==> src/calr_pkg.sv <==
package calr_pkg;

  localparam int unsigned CALR_MAX_CH = 8;
  localparam int unsigned CALR_SET_BYTES = 5;
  localparam int unsigned CALR_IDX_W = 3;

  localparam logic [7:0] CALR_CH0_DEADBAND_OFS = 8'h15;
  localparam logic [7:0] CALR_CH0_HIGH_UPPER_OFS = 8'h16;
  localparam logic [7:0] CALR_CH0_HIGH_LOWER_OFS = 8'h17;
  localparam logic [7:0] CALR_CH0_LOW_UPPER_OFS = 8'h18;
  localparam logic [7:0] CALR_CH0_LOW_LOWER_OFS = 8'h19;
  localparam logic [7:0] CALR_SET_STRIDE = 8'h05;
  localparam logic [7:0] CALR_LAST_OFS = 8'h3c;

  localparam logic [2:0] CALR_IDX_DEADBAND = 3'h0;
  localparam logic [2:0] CALR_IDX_HIGH_UPPER = 3'h1;
  localparam logic [2:0] CALR_IDX_HIGH_LOWER = 3'h2;
  localparam logic [2:0] CALR_IDX_LOW_UPPER = 3'h3;
  localparam logic [2:0] CALR_IDX_LOW_LOWER = 3'h4;

  localparam logic [7:0] CALR_DEADBAND_RST = 8'h00;
  localparam logic [7:0] CALR_HIGH_RST = 8'h01;
  localparam logic [7:0] CALR_LOW_RST = 8'h00;
  localparam logic [7:0] CALR_ABSENT_READ = 8'hff;
  localparam logic [7:0] CALR_UNMAPPED_READ = 8'h00;

  localparam logic [7:0] CALR_SET_RST [CALR_SET_BYTES] = '{
    CALR_DEADBAND_RST, CALR_HIGH_RST, CALR_HIGH_RST, CALR_LOW_RST, CALR_LOW_RST
  };

endpackage : calr_pkg

==> src/calr_chan_set.sv <==
`timescale 1ns/10ps
module calr_chan_set
  import calr_pkg::*;
(
  input wire logic sys_clk,
  input wire logic arst_n,
  input wire logic clkEn,
  input wire logic wrEn,
  input wire logic [2:0] byteIdx,
  input wire logic [7:0] wrData,
  output logic [7:0] rdByte,
  output logic [7:0] chanAlarmDeadband,
  output logic [15:0] chanHighAlarmLimit,
  output logic [15:0] chanLowAlarmLimit
);

  logic [7:0] setByte_q [CALR_SET_BYTES];

  // One byte per entry; every byte value is stored as written.
  for (genvar i = 0; i < CALR_SET_BYTES; i++)
  begin : g_byte
    always_ff @(posedge sys_clk or negedge arst_n)
    begin
      if (!arst_n)
        setByte_q[i] <= CALR_SET_RST[i];
      else if (clkEn && wrEn && byteIdx == 3'(i))
        setByte_q[i] <= wrData;
    end
  end

  always_comb
  begin
    rdByte = CALR_UNMAPPED_READ;
    if (byteIdx < 3'(CALR_SET_BYTES))
      rdByte = setByte_q[byteIdx];
  end

  assign chanAlarmDeadband = setByte_q[CALR_IDX_DEADBAND];
  // Upper byte is bits 15:8, lower byte bits 7:0.
  assign chanHighAlarmLimit = {setByte_q[CALR_IDX_HIGH_UPPER], setByte_q[CALR_IDX_HIGH_LOWER]};
  assign chanLowAlarmLimit = {setByte_q[CALR_IDX_LOW_UPPER], setByte_q[CALR_IDX_LOW_LOWER]};

endmodule : calr_chan_set

==> src/calr_alarm_eval.sv <==
`timescale 1ns/10ps
module calr_alarm_eval
  import calr_pkg::*;
(
  input wire logic sys_clk,
  input wire logic arst_n,
  input wire logic clkEn,
  input wire logic sampleValid,
  input wire logic [15:0] sampleCode,
  input wire logic [7:0] chanAlarmDeadband,
  input wire logic [15:0] chanHighAlarmLimit,
  input wire logic [15:0] chanLowAlarmLimit,
  output logic highAlarm_q,
  output logic lowAlarm_q
);

  logic [16:0] sampleUp;
  logic [16:0] lowRelease;

  // Seventeen bits keep the deadband sums from wrapping near full scale.
  assign sampleUp = {1'b0, sampleCode} + {9'h000, chanAlarmDeadband};
  assign lowRelease = {1'b0, chanLowAlarmLimit} + {9'h000, chanAlarmDeadband};

  // High alarm releases only once the sample is the deadband below the limit.
  always_ff @(posedge sys_clk or negedge arst_n)
  begin
    if (!arst_n)
      highAlarm_q <= 1'b0;
    else if (clkEn && sampleValid)
    begin
      if (!highAlarm_q)
        highAlarm_q <= sampleCode > chanHighAlarmLimit;
      else
        highAlarm_q <= sampleUp > {1'b0, chanHighAlarmLimit};
    end
  end

  // Low alarm uses the same deadband, mirrored above the low limit.
  always_ff @(posedge sys_clk or negedge arst_n)
  begin
    if (!arst_n)
      lowAlarm_q <= 1'b0;
    else if (clkEn && sampleValid)
    begin
      if (!lowAlarm_q)
        lowAlarm_q <= sampleCode < chanLowAlarmLimit;
      else
        lowAlarm_q <= {1'b0, sampleCode} < lowRelease;
    end
  end

  chk_no_deadband: assert property (@(posedge sys_clk) disable iff (!arst_n)
    (clkEn && sampleValid && chanAlarmDeadband == 8'h00)
    |=> (highAlarm_q == ($past(sampleCode) > $past(chanHighAlarmLimit))))
    else $error("High alarm does not follow the plain limit with zero deadband.");

  chk_high_hold: assert property (@(posedge sys_clk) disable iff (!arst_n)
    (clkEn && sampleValid && highAlarm_q && sampleUp > {1'b0, chanHighAlarmLimit})
    |=> highAlarm_q)
    else $error("High alarm released inside the deadband.");

  chk_low_hold: assert property (@(posedge sys_clk) disable iff (!arst_n)
    (clkEn && sampleValid && lowAlarm_q && {1'b0, sampleCode} < lowRelease)
    ##1 !lowAlarm_q |-> 1'b0)
    else $error("Low alarm released inside the deadband.");

endmodule : calr_alarm_eval

==> src/calr_limit_regs.sv <==
`timescale 1ns/10ps
// Summary of operation
// - Hysteresis byte N gives a symmetric deadband of N LSB, 1 to 255.
// - A hysteresis byte of zero means alarms use the plain limits.
// - One hysteresis value serves both the high and the low alarm.
// - Channel 0 hysteresis lives at address 15h, all eight bits.
// - The high limit upper byte supplies threshold bits 15 to 8.
// - The high limit lower byte supplies threshold bits 7 to 0.
// - Channel 0 high limit upper byte at 16h, lower byte at 17h.
// - Every byte value 00h to FFh is accepted and used unchanged.
// - One register set per channel, eight or four channels by variant.
// - All are read/write; hysteresis resets to 0h, high limit bytes to 1h.
// - Each channel holds five consecutive bytes: hysteresis, high, then low limit.
// - The four-channel variant has no sets for channels 4 to 7.
module calr_limit_regs
  import calr_pkg::*;
#(
  parameter int unsigned NumChannels = CALR_MAX_CH
)
(
  input wire logic sys_clk,
  input wire logic arst_n,
  input wire logic clkEn,
  input wire logic [7:0] regAddr,
  input wire logic [7:0] regWrData,
  input wire logic regWrStrobe,
  input wire logic regRdStrobe,
  output logic [7:0] regRdData,
  input wire logic sampleValid,
  input wire logic [2:0] sampleChan,
  input wire logic [15:0] sampleCode,
  output logic [CALR_MAX_CH-1:0] highAlarm,
  output logic [CALR_MAX_CH-1:0] lowAlarm
);

  logic [CALR_MAX_CH-1:0] chanHit;
  logic [2:0] chanIdx [CALR_MAX_CH];
  logic [7:0] chanRdByte [CALR_MAX_CH];
  logic [7:0] chanAlarmDeadband [CALR_MAX_CH];
  logic [15:0] chanHighAlarmLimit [CALR_MAX_CH];
  logic [15:0] chanLowAlarmLimit [CALR_MAX_CH];
  logic [7:0] rdMux;
  logic [7:0] rdData_q;
  logic firstCycle_q;

  // Sets follow each other with no gap, five bytes apart.
  for (genvar ch = 0; ch < CALR_MAX_CH; ch++)
  begin : g_chan
    localparam logic [7:0] SetBase = CALR_CH0_DEADBAND_OFS + 8'(CALR_SET_STRIDE * ch);
    logic [7:0] addrDelta;

    assign addrDelta = regAddr - SetBase;
    assign chanHit[ch] = regAddr >= SetBase && addrDelta < 8'(CALR_SET_BYTES);
    assign chanIdx[ch] = addrDelta[2:0];

    if (ch < NumChannels)
    begin : g_present
      calr_chan_set u_set (
        .sys_clk(sys_clk),
        .arst_n(arst_n),
        .clkEn(clkEn),
        .wrEn(regWrStrobe && chanHit[ch]),
        .byteIdx(chanIdx[ch]),
        .wrData(regWrData),
        .rdByte(chanRdByte[ch]),
        .chanAlarmDeadband(chanAlarmDeadband[ch]),
        .chanHighAlarmLimit(chanHighAlarmLimit[ch]),
        .chanLowAlarmLimit(chanLowAlarmLimit[ch])
      );

      calr_alarm_eval u_eval (
        .sys_clk(sys_clk),
        .arst_n(arst_n),
        .clkEn(clkEn),
        .sampleValid(sampleValid && sampleChan == 3'(ch)),
        .sampleCode(sampleCode),
        .chanAlarmDeadband(chanAlarmDeadband[ch]),
        .chanHighAlarmLimit(chanHighAlarmLimit[ch]),
        .chanLowAlarmLimit(chanLowAlarmLimit[ch]),
        .highAlarm_q(highAlarm[ch]),
        .lowAlarm_q(lowAlarm[ch])
      );

      // Every byte must land in, and read back from, its own slot of this set.
      chk_set_deadband: assert property (@(posedge sys_clk) disable iff (!arst_n)
        (clkEn && regWrStrobe && regAddr == SetBase)
        |=> chanAlarmDeadband[ch] == $past(regWrData))
        else $error("Hysteresis write missed its channel.");

      chk_set_high_upper: assert property (@(posedge sys_clk) disable iff (!arst_n)
        (clkEn && regWrStrobe && regAddr == SetBase + 8'h01)
        |=> chanHighAlarmLimit[ch][15:8] == $past(regWrData))
        else $error("High limit upper byte missed bits 15 to 8 of its channel.");

      chk_set_high_lower: assert property (@(posedge sys_clk) disable iff (!arst_n)
        (clkEn && regWrStrobe && regAddr == SetBase + 8'h02)
        |=> chanHighAlarmLimit[ch][7:0] == $past(regWrData))
        else $error("High limit lower byte missed bits 7 to 0 of its channel.");

      chk_set_low_upper: assert property (@(posedge sys_clk) disable iff (!arst_n)
        (clkEn && regWrStrobe && regAddr == SetBase + 8'h03)
        |=> chanLowAlarmLimit[ch][15:8] == $past(regWrData))
        else $error("Low limit upper byte missed its slot.");

      chk_set_low_lower: assert property (@(posedge sys_clk) disable iff (!arst_n)
        (clkEn && regWrStrobe && regAddr == SetBase + 8'h04)
        |=> chanLowAlarmLimit[ch][7:0] == $past(regWrData))
        else $error("Low limit lower byte missed its slot.");

      // Writes elsewhere, or with the clock enable low, must leave the whole set alone.
      chk_set_hold: assert property (@(posedge sys_clk) disable iff (!arst_n)
        !(clkEn && regWrStrobe && chanHit[ch])
        |=> ($stable(chanAlarmDeadband[ch]) && $stable(chanHighAlarmLimit[ch])
          && $stable(chanLowAlarmLimit[ch])))
        else $error("Register set changed without a write to it.");

      chk_read_deadband: assert property (@(posedge sys_clk) disable iff (!arst_n)
        (clkEn && regRdStrobe && regAddr == SetBase)
        |=> regRdData == $past(chanAlarmDeadband[ch]))
        else $error("Hysteresis read back differs from the stored byte.");

      chk_read_high_upper: assert property (@(posedge sys_clk) disable iff (!arst_n)
        (clkEn && regRdStrobe && regAddr == SetBase + 8'h01)
        |=> regRdData == $past(chanHighAlarmLimit[ch][15:8]))
        else $error("High limit upper byte read from the wrong slot.");

      chk_read_high_lower: assert property (@(posedge sys_clk) disable iff (!arst_n)
        (clkEn && regRdStrobe && regAddr == SetBase + 8'h02)
        |=> regRdData == $past(chanHighAlarmLimit[ch][7:0]))
        else $error("High limit lower byte read from the wrong slot.");

      chk_read_low_upper: assert property (@(posedge sys_clk) disable iff (!arst_n)
        (clkEn && regRdStrobe && regAddr == SetBase + 8'h03)
        |=> regRdData == $past(chanLowAlarmLimit[ch][15:8]))
        else $error("Low limit upper byte read from the wrong slot.");

      chk_read_low_lower: assert property (@(posedge sys_clk) disable iff (!arst_n)
        (clkEn && regRdStrobe && regAddr == SetBase + 8'h04)
        |=> regRdData == $past(chanLowAlarmLimit[ch][7:0]))
        else $error("Low limit lower byte read from the wrong slot.");

      // Alarm decisions as seen at the pins, one sample per channel.
      chk_alarm_set_high: assert property (@(posedge sys_clk) disable iff (!arst_n)
        (clkEn && sampleValid && sampleChan == 3'(ch) && !highAlarm[ch]
          && sampleCode > chanHighAlarmLimit[ch])
        |=> highAlarm[ch])
        else $error("High alarm missed a sample above the limit.");

      chk_alarm_drop_high: assert property (@(posedge sys_clk) disable iff (!arst_n)
        (clkEn && sampleValid && sampleChan == 3'(ch) && highAlarm[ch]
          && {1'b0, sampleCode} + {9'h000, chanAlarmDeadband[ch]} <= {1'b0, chanHighAlarmLimit[ch]})
        |=> !highAlarm[ch])
        else $error("High alarm held past the deadband.");

      chk_alarm_set_low: assert property (@(posedge sys_clk) disable iff (!arst_n)
        (clkEn && sampleValid && sampleChan == 3'(ch) && !lowAlarm[ch]
          && sampleCode < chanLowAlarmLimit[ch])
        |=> lowAlarm[ch])
        else $error("Low alarm missed a sample below the limit.");

      chk_alarm_drop_low: assert property (@(posedge sys_clk) disable iff (!arst_n)
        (clkEn && sampleValid && sampleChan == 3'(ch) && lowAlarm[ch]
          && {1'b0, sampleCode} >= {1'b0, chanLowAlarmLimit[ch]} + {9'h000, chanAlarmDeadband[ch]})
        |=> !lowAlarm[ch])
        else $error("Low alarm held past the deadband.");

      chk_alarm_idle: assert property (@(posedge sys_clk) disable iff (!arst_n)
        !(clkEn && sampleValid && sampleChan == 3'(ch))
        |=> ($stable(highAlarm[ch]) && $stable(lowAlarm[ch])))
        else $error("Alarm moved without a sample for its channel.");
    end
    else
    begin : g_absent
      // Missing channels swallow writes and read back as all ones.
      assign chanRdByte[ch] = CALR_ABSENT_READ;
      assign chanAlarmDeadband[ch] = CALR_DEADBAND_RST;
      assign chanHighAlarmLimit[ch] = {CALR_HIGH_RST, CALR_HIGH_RST};
      assign chanLowAlarmLimit[ch] = {CALR_LOW_RST, CALR_LOW_RST};
      assign highAlarm[ch] = 1'b0;
      assign lowAlarm[ch] = 1'b0;

      chk_absent_read: assert property (@(posedge sys_clk) disable iff (!arst_n)
        (clkEn && regRdStrobe && chanHit[ch])
        |=> regRdData == CALR_ABSENT_READ)
        else $error("Register of a missing channel did not read as all ones.");
    end
  end

  // Addresses outside every set read as zero.
  always_comb
  begin
    rdMux = CALR_UNMAPPED_READ;
    for (int ch = 0; ch < CALR_MAX_CH; ch++)
    begin
      if (chanHit[ch])
        rdMux = chanRdByte[ch];
    end
  end

  // Read data stand only until the next enabled edge after the strobe, so stale bytes never linger while the clock enable is high.
  always_ff @(posedge sys_clk or negedge arst_n)
  begin
    if (!arst_n)
      rdData_q <= CALR_UNMAPPED_READ;
    else if (clkEn)
      rdData_q <= regRdStrobe ? rdMux : CALR_UNMAPPED_READ;
  end

  assign regRdData = rdData_q;

  always_ff @(posedge sys_clk or negedge arst_n)
  begin
    if (!arst_n)
      firstCycle_q <= 1'b1;
    else if (clkEn)
      firstCycle_q <= 1'b0;
  end

  chk_reset_defaults: assert property (@(posedge sys_clk) disable iff (!arst_n)
    firstCycle_q |-> (chanAlarmDeadband[0] == CALR_DEADBAND_RST
      && chanHighAlarmLimit[0] == {CALR_HIGH_RST, CALR_HIGH_RST}
      && chanLowAlarmLimit[0] == {CALR_LOW_RST, CALR_LOW_RST}
      && regRdData == CALR_UNMAPPED_READ))
    else $error("Register set left reset with wrong values.");

  chk_deadband_addr: assert property (@(posedge sys_clk) disable iff (!arst_n)
    (clkEn && regWrStrobe && regAddr == CALR_CH0_DEADBAND_OFS)
    |=> chanAlarmDeadband[0] == $past(regWrData))
    else $error("Write at the channel 0 hysteresis address did not land.");

  chk_high_upper: assert property (@(posedge sys_clk) disable iff (!arst_n)
    (clkEn && regWrStrobe && regAddr == CALR_CH0_HIGH_UPPER_OFS)
    |=> (chanHighAlarmLimit[0][15:8] == $past(regWrData)
      && chanHighAlarmLimit[0][7:0] == $past(chanHighAlarmLimit[0][7:0])))
    else $error("High limit upper byte not placed in bits 15 to 8.");

  chk_high_lower: assert property (@(posedge sys_clk) disable iff (!arst_n)
    (clkEn && regWrStrobe && regAddr == CALR_CH0_HIGH_LOWER_OFS)
    |=> (chanHighAlarmLimit[0][7:0] == $past(regWrData)
      && chanHighAlarmLimit[0][15:8] == $past(chanHighAlarmLimit[0][15:8])))
    else $error("High limit lower byte not placed in bits 7 to 0.");

  chk_write_readback: assert property (@(posedge sys_clk) disable iff (!arst_n)
    (clkEn && regWrStrobe && regAddr >= CALR_CH0_DEADBAND_OFS
      && regAddr < CALR_CH0_DEADBAND_OFS + 8'(CALR_SET_STRIDE * NumChannels)
      ##1 clkEn && regRdStrobe && regAddr == $past(regAddr))
    |=> regRdData == $past(regWrData, 2))
    else $error("Read back differs from the byte just written.");

  chk_byte_unchanged: assert property (@(posedge sys_clk) disable iff (!arst_n)
    (clkEn && regWrStrobe && regAddr == CALR_CH0_HIGH_LOWER_OFS && regWrData == 8'hff)
    ##1 (clkEn && regRdStrobe && regAddr == CALR_CH0_HIGH_LOWER_OFS)
    |=> regRdData == 8'hff)
    else $error("Full-scale threshold byte was altered.");

  chk_low_set_order: assert property (@(posedge sys_clk) disable iff (!arst_n)
    (clkEn && regWrStrobe && regAddr == CALR_CH0_LOW_UPPER_OFS + CALR_SET_STRIDE)
    |=> chanLowAlarmLimit[1][15:8] == $past(regWrData))
    else $error("Channel 1 low limit upper byte not at its consecutive slot.");

  chk_last_chan_set: assert property (@(posedge sys_clk) disable iff (!arst_n)
    (NumChannels == CALR_MAX_CH && clkEn && regWrStrobe
      && regAddr == CALR_LAST_OFS - 8'h04)
    |=> chanAlarmDeadband[CALR_MAX_CH-1] == $past(regWrData))
    else $error("Last channel hysteresis write did not land.");

  chk_absent_reads: assert property (@(posedge sys_clk) disable iff (!arst_n)
    (clkEn && regRdStrobe && regAddr <= CALR_LAST_OFS
      && regAddr >= CALR_CH0_DEADBAND_OFS + 8'(CALR_SET_STRIDE * NumChannels))
    |=> regRdData == CALR_ABSENT_READ)
    else $error("Absent channel register did not read as all ones.");

  chk_read_window: assert property (@(posedge sys_clk) disable iff (!arst_n)
    (clkEn && !regRdStrobe) |=> regRdData == CALR_UNMAPPED_READ)
    else $error("Read data lingered past its single cycle.");

  chk_shared_deadband: assert property (@(posedge sys_clk) disable iff (!arst_n)
    (clkEn && sampleValid && sampleChan == 3'h0 && lowAlarm[0]
      && {1'b0, sampleCode} < {1'b0, chanLowAlarmLimit[0]} + {9'h000, chanAlarmDeadband[0]})
    |=> lowAlarm[0])
    else $error("Low alarm ignored the channel deadband.");

  chk_single_hit: assert property (@(posedge sys_clk) disable iff (!arst_n)
    $onehot0(chanHit))
    else $error("An address fell into two register sets.");

  chk_unmapped_read: assert property (@(posedge sys_clk) disable iff (!arst_n)
    (clkEn && regRdStrobe && (regAddr < CALR_CH0_DEADBAND_OFS || regAddr > CALR_LAST_OFS))
    |=> regRdData == CALR_UNMAPPED_READ)
    else $error("Address outside every set did not read as zero.");

  // A low clock enable is a full freeze, so a stalled host still sees its last answer.
  chk_frozen_read: assert property (@(posedge sys_clk) disable iff (!arst_n)
    !clkEn |=> $stable(regRdData))
    else $error("Read data moved while the clock enable was low.");

  chk_frozen_alarms: assert property (@(posedge sys_clk) disable iff (!arst_n)
    !clkEn
    |=> ($stable(highAlarm) && $stable(lowAlarm)))
    else $error("Alarms moved while the clock enable was low.");

endmodule : calr_limit_regs

==> config.mk <==
export PLATFORM = sky130hd
export DESIGN_NAME = calr_limit_regs
export DESIGN_NICKNAME = d
export VERILOG_FILES = /design/src/calr_pkg.sv /design/src/calr_chan_set.sv /design/src/calr_alarm_eval.sv /design/src/calr_limit_regs.sv
export SDC_FILE = /design/constraint.sdc
export NUM_CORES = 2
export LEC_CHECK = 0
export BUFFER_PORTS_ARGS = -buffer_cell sky130_fd_sc_hd__buf_2
export CORE_MARGIN = 2
export CORE_UTILIZATION = 50
export CTS_BUF_LIST = sky130_fd_sc_hd__clkbuf_4 sky130_fd_sc_hd__clkbuf_8
export DETAILED_ROUTE_END_ITERATION = 8
export PLACE_DENSITY = 0.65
export SYNTH_ARGS = -nofsm -noshare
export SYNTH_HDL_FRONTEND = slang
export SYNTH_HIERARCHICAL = 1
export SYNTH_SLANG_ARGS = --single-unit
==> constraint.sdc <==
create_clock -name sys_clk -period 4.5 [get_ports sys_clk]
set_input_delay 1.125 -clock sys_clk [delete_from_list [all_inputs] [get_ports sys_clk]]
set_output_delay 1.125 -clock sys_clk [all_outputs]
set_load 0.02 [all_outputs]
---- Word-level counts from Yosys, hierarchy flattened ----
Cells that the tools add are included.
word-level totals
  flip-flop bits (word level) ............. 344
  bits of input ports ..................... 41
operators by class
  add/sub/neg operators ................... 24
  magnitude comparators ................... 64
  eq/ne operators ......................... 39
  mux-type cells .......................... 57
  bitwise gates (word level) .............. 8
  reductions and logical operators ........ 89
operator list
  kind                                                               count
  adder 16 x 8 -> 17 bit                                             16
  two-way mux 8 bit                                                  33
  binary-select mux 8 bit (select 3 bit)                             8
  > comparator 17 x 16 -> 1 bit                                      8
  < comparator 16 x 17 -> 1 bit                                      8
  > comparator 16 bit                                                8
  < comparator 16 bit                                                8
  logical AND 1 bit                                                  80
  < comparator 8 x 3 -> 1 bit, second input constant                 8
  == test 3 x 2 -> 1 bit, second input constant                      18
  greater-or-equal comparator 8 x 6 -> 1 bit, second input constant  5
  subtractor 8 x 6 -> 8 bit, second input constant                   5
  == test 3 bit, second input constant                               12
  greater-or-equal comparator 4 bit, second input constant           8
  NOT 3 -> 4 bit                                                     8
  == test 3 x 1 -> 1 bit, second input constant                      9
  zero test 3 bit                                                    9
  greater-or-equal comparator 8 x 5 -> 1 bit, second input constant  3
  < comparator 3 bit, second input constant                          8
  subtractor 8 x 5 -> 8 bit, second input constant                   3
  two-way mux 1 bit                                                  16

---- Longest topological paths before layout ----
  word-level depth ........................ 15
  mapped depth ............................ 17

---- Hierarchy ----
The synthesis kept the hierarchy.
by module, submodules not included
  module                                            times used  cells each  area an instance (µm²)  sequential area each (µm²)
  calr_chan_set                                     8           126         1899.3                  1003.5
  calr_alarm_eval (g_chan[2].g_present.u_eval ...)  4           311         2409.8                  50.0
  calr_alarm_eval (g_chan[0].g_present.u_eval ...)  3           321         2463.6                  50.0
  calr_alarm_eval (g_chan[4].g_present.u_eval)      1           328         2536.2                  50.0
  calr_limit_regs                                   1           249         2074.5                  200.2

---- Worst setup path before layout ----
Ideal clock, no wire load.
  path type ............................... input port to flip-flop
  start ................................... input regAddr[1]
  end ..................................... register g_chan[0].g_present.u_set.setByte_q, in the netlist g_chan[0].g_present.u_set/chanHighAlarmLimit[1]
  setup time .............................. 0.125 ns
  arrival time ............................ 3.864 ns
  data required time ...................... 4.375 ns
  slack ................................... 0.512 ns
  stages .................................. 10
  cells stage by stage .................... inv_1 > ha_1 > xor2_2 > inv_2 > a2bb2oi_2 > nand3_1 > nor4_1 > nand3_2 > nor3_4 > mux2_2
on the way
  cells in the longest elaborated chain, start to end .. 6
ends and longest elaborated chain
  what                            line                   RTL
  start: declaration              calr_limit_regs.sv:24  input wire logic [7:0] regAddr,
  subtractor 8 x 5 -> 8 bit *     calr_limit_regs.sv:52  assign addrDelta = regAddr - SetBase;
  via g_chan[0].addrDelta[2]      calr_limit_regs.sv:50  logic [7:0] addrDelta;
  < comparator 8 x 3 -> 1 bit     calr_limit_regs.sv:53  assign chanHit[ch] = regAddr >= SetBase && addrDelta < 8'(CALR_SET_BYTES);
  logical AND 1 bit               calr_limit_regs.sv:53
  logical AND 1 bit               calr_limit_regs.sv:62  .wrEn(regWrStrobe && chanHit[ch]),
  logical AND 1 bit               calr_chan_set.sv:26    else if (clkEn && wrEn && byteIdx == 3'(i))
  logical AND 1 bit *             calr_chan_set.sv:26
  end signal: indexed assignment  calr_chan_set.sv:25    setByte_q[i] <= CALR_SET_RST[i];
  end signal: indexed assignment  calr_chan_set.sv:27    setByte_q[i] <= wrData;
  end: declaration                calr_chan_set.sv:17    logic [7:0] setByte_q [CALR_SET_BYTES];
The timed path passes the listed nets; every way through them passes the cells marked *.
A chain may end at the register's enable or synchronous reset.

---- Final worst setup path ----
  start ................................... register g_chan[6].g_present.u_set.setByte_q, in the netlist g_chan[6].g_present.u_set/chanAlarmDeadband[0]
  end ..................................... register g_chan[6].g_present.u_eval.lowAlarm_q
on the way
  cells in the longest elaborated chain, start to end .. 3
ends and longest elaborated chain
  what                              line                   RTL
  start: declaration                calr_chan_set.sv:17
  start signal: indexed assignment  calr_chan_set.sv:25
  start signal: indexed assignment  calr_chan_set.sv:27
  adder 16 x 8 -> 17 bit            calr_alarm_eval.sv:22  assign lowRelease = {1'b0, chanLowAlarmLimit} + {9'h000, chanAlarmDeadband};
  < comparator 16 x 17 -> 1 bit     calr_alarm_eval.sv:48  lowAlarm_q <= {1'b0, sampleCode} < lowRelease;
  two-way mux 1 bit                 calr_alarm_eval.sv:45  if (!lowAlarm_q)
  end signal: assignment            calr_alarm_eval.sv:46  lowAlarm_q <= sampleCode < chanLowAlarmLimit;
  end signal: assignment            calr_alarm_eval.sv:48
  end: declaration                  calr_alarm_eval.sv:14  output logic lowAlarm_q
No other way between the ends.

==> summary.txt <==
Run status
  – Status: completed

Timing
  – Slew Limit Fails: 0
  – Fmax: about 0.25 GHz
  – Setup violators final: 0
  – Worst-Margin Slew: 1.114 ns
  – Final hold vios: 0
  – Skew final: 0.03609 ns
  – Slew HR: 0.2572
  – RSZ-0062 raised after global routing: false
  – Final Critical Period: around 4 ns
  – Fin crit share: 0.8867
  – Final worst setup slack: just over 0.5 ns

Synthesis
  – Top-count cell post-synth: ha_1
  – Sequential area share after synthesis: 0.2342
  – Synthesized area per cell: 9.714 um2
  – Synthesized net count: 4496
  – Synth area leaders: dfrtp_1 22%, ha_1 22%, mux2_2 11%
  – Distinct cell type count of the synthesized netlist: 104
  – Fraction of registers with async set/reset: 1.000
  – Share of the synthesized area in the top cell type: 0.2228
  – EDFF count, synth: 0
  – Area leader, netlist: dfrtp_1
  – Ys flop type: dfrtp_1
  – Commonest cells in the netlist: 647 x ha_1, 376 x mux2_2, 341 x inv_1
  – Cells after Synth: 3792
  – Mapped Area: around 37000 um2
  – Yosys reg bits: about 340
  – Synth Warn #: 6

Worst setup path
  – Largest stage delay, worst path: 0.44 ns
  – R2R Path End: g_chan[6].g_present.u_eval/lowAlarm_q$_DFFE_PN0P_
  – Critical-path cell list: ha_1 > fa_1 > a211oi_2 > nor2_1 > o31a_1 > o21a_1 > or3_1 > nand2_1 > ha_1 > and3_1 > a211oi_1 > nand3_1 > o21ai_0 > o211ai_1 > a31oi_1 > o32a_1
  – CP Launch Point: g_chan[6].g_present.u_set/chanAlarmDeadband[0]$_DFFE_PN0P_
  – CP required: 5.11 ns
  – CP Capture Type: register
  – CP Max Fanout: 4
  – Cell mode on critical path: ha_1
  – CP Launch Type: register
  – Reg2reg start: g_chan[6].g_present.u_set/chanAlarmDeadband[0]$_DFFE_PN0P_
  – Crit Path Class: reg -> reg
  – Slowest CP cell: dfrtp_1
  – Worst EP arrival: 4.60 ns
  – Crit path to: g_chan[6].g_present.u_eval/lowAlarm_q$_DFFE_PN0P_
  – Worst R2R Path Depth: 16
  – Internal reg-to-reg setup slack: between 0.5 and 0.6 ns

Global route
  – Global-route wire length before repair: approximately 180 mm
  – GRT Util Overall: 0.3025
  – Vias in the first global route: slightly below 30000
  – Initial antenna violation count: 6
  – Total grt overflow: 0
  – Largest net degree at the start of global routing: 74

Route
  – Routed Antenna Nets: 0
  – Via count: 30710
  – 1st-iter DRT viols: 2471
  – # DRC: 0
  – DR WL/cell: 23.10 um
  – WL final: between 100 and 150 mm
  – Pre-antenna DRT Iters: 6
  – Via/cell ratio: 6.138

Floorplan
  – Die Y: 275.4 um
  – Width of the die: 275.4 um
  – Number of placed I/O pins: 65
  – Core Rows: 99
  – Core ar.: 72960 um2
  – Die Area: 75860 um2
  – Starting Density: 0.5049

Layout
  – # nets final: 4694
  – Layout cells sized above 1: 0.2173
  – Fin area: roughly 41000 um2
  – Area of the multi-input gates: 26570 um2
  – Fillers: 6598
  – Non-Filler Instances: 5003
  – Area Growth Syn to Fin: 10.00%
  – Sequential cell area: 8628 um2

Placement
  – Pre-CTS setup slack: -0.03630 ns
  – GP Congestion: roughly 0.94
  – IO buf count: 64
  – Post-DP Area: 39040 um2
  – Placed cells: 4879
  – Dpl hpwl: 87.18 mm

Power
  – Sequential share of power: 0.372
  – Maximum vdd drop: between 0.0002 and 0.0003 V
  – Leakage: 0.01871 uW
  – Pwr dens: between 200 and 250 nW/um2
  – Comb power frac: 0.234
  – P_int: 6029 uW
  – Clock share of power: 0.394
  – Sw Share: 0.3293
  – Psw: 2961 uW
  – Total power: 8990 uW

Clocking
  – TritonCTS Sinks: 344
  – CTS buffer count: 68
  – Clk root buf: clkbuf_8
  – Post-CTS Setup Inserts: 0
  – Post-CTS Hold Fix Bufs: 0
  – Skew-Pair Late Insertion Delay: roughly 0.67 ns
  – Clock tree buffer depth: 3
  – Quantity of gates resized following cts: 0
  – Clock-pin slew on the worst setup and hold paths: 0.07 ns
  – TritonCTS clock tree: built
  – H-tree depth: 3

Run
  – Max_cap viols: 0

Worst hold path
  – Worst min path class: in -> async
==> cells in the final DEF, fill, tap and decap left out, types with 101 or more instances in the layout <==
cell type,instances
mux2_2,376
nand3_1,101
xnor2_1,157
o21ai_0,149
nor2_1,230
a21oi_1,219
dfrtp_1,328
nand2_1,164
inv_1,339
ha_1,646
==> final cells by class <==
cell class,count,area share
Sequential cell,344,0.2129
Tap cell,959,0.02961
Multi-Input combinational cell,3061,0.6557
Clock buffer,102,0.03187
Clock inverter,18,0.004416
Timing Repair Buffer,171,0.03335
Antenna cell,4,0.0002470
Inverter,344,0.03187
==> worst max-delay path, delay by kind of cell (launching register included) <==
kind / cells / cell delay, ns
AOI/OAI and AO/OA: 8 / 1.78
adders and majority gates: 3 / 0.95
DFF: 1 / 0.44
and+or+nand+nor: 5 / 0.74
==> kinds of logic after synthesis <==
| family | share of synthesized area |
|---|---|
| compound gates | 0.1654 |
| xor+xnor | 0.04847 |
| fa+ha+maj | 0.2285 |
| buf+inv | 0.04453 |
| flops | 0.2342 |
| mux | 0.1380 |
| simple gates | 0.1409 |
==> routing by layer <==
| metal | vias up | GRT usage | share of wire |
|---|---|---|---|
| li1 | 14570 | - | - |
| met1 | 14900 | 0.4151 | 0.45 |
| met2 | 1003 | 0.4821 | 0.45 |
| met3 | 233 | 0.04567 | 0.065 |
| met4 | 2 | 0.1107 | 0.038 |
| met5 | - | 0 | 0.000095 |
==> power by group through the flow <==
stage | registers, uW | logic, uW | clock network, uW
after floorplan | 3370 | 1270 | 0
after global placement | 3400 | 2040 | 0
after detailed placement | 3400 | 2070 | 0
after CTS | 3350 | 2080 | 3600
after global routing | 3360 | 2340 | 3740
final | 3350 | 2100 | 3540
==> flip-flops by register name, summed over array words and instances (netlist names) <==
| register | count |
|---|---|
| g_chan.g_present.u_set/chanLowAlarmLimit | 128 |
| g_chan.g_present.u_eval/highAlarm_q | 8 |
| g_chan.g_present.u_set/chanAlarmDeadband | 64 |
| g_chan.g_present.u_set/chanHighAlarmLimit | 128 |
| regRdData | 8 |
| g_chan.g_present.u_eval/lowAlarm_q | 8 |
==> through the flow <==
step	hold slack, ns	setup TNS [ns]	util
after detailed placement	0.5166	-0.06777	0.5351
final	0.4675	0	0.5554
after floorplan	0.4759	0	-
after global placement	0.5013	0	0.5351
after global routing	0.4823	0	0.5552
after CTS	0.4507	0	0.5552
==> worst min-delay path by stage <==
| stage | slack [ns] | to | startpoint |
|---|---|---|---|
| 2_1_floorplan | 0.48 | g_chan[0].g_present.u_set/chanHighAlarmLimit[14]$_DFFE_PN0P_ | g_chan[0].g_present.u_set/chanHighAlarmLimit[14]$_DFFE_PN0P_ |
| 3_3_place_gp | 0.50 | g_chan[5].g_present.u_set/chanHighAlarmLimit[14]$_DFFE_PN0P_ | g_chan[5].g_present.u_set/chanHighAlarmLimit[14]$_DFFE_PN0P_ |
| 3_5_place_dp | 0.52 | g_chan[7].g_present.u_set/chanHighAlarmLimit[14]$_DFFE_PN0P_ | g_chan[7].g_present.u_set/chanHighAlarmLimit[14]$_DFFE_PN0P_ |
| 4_1_cts | 0.45 | g_chan[2].g_present.u_set/chanLowAlarmLimit[3]$_DFFE_PN0P_ | arst_n |
| 5_1_grt | 0.48 | g_chan[1].g_present.u_set/chanLowAlarmLimit[7]$_DFFE_PN0P_ | arst_n |
| 6_report | 0.47 | g_chan[1].g_present.u_set/chanLowAlarmLimit[5]$_DFFE_PN0P_ | arst_n |
(Power assumes the default switching activity.)
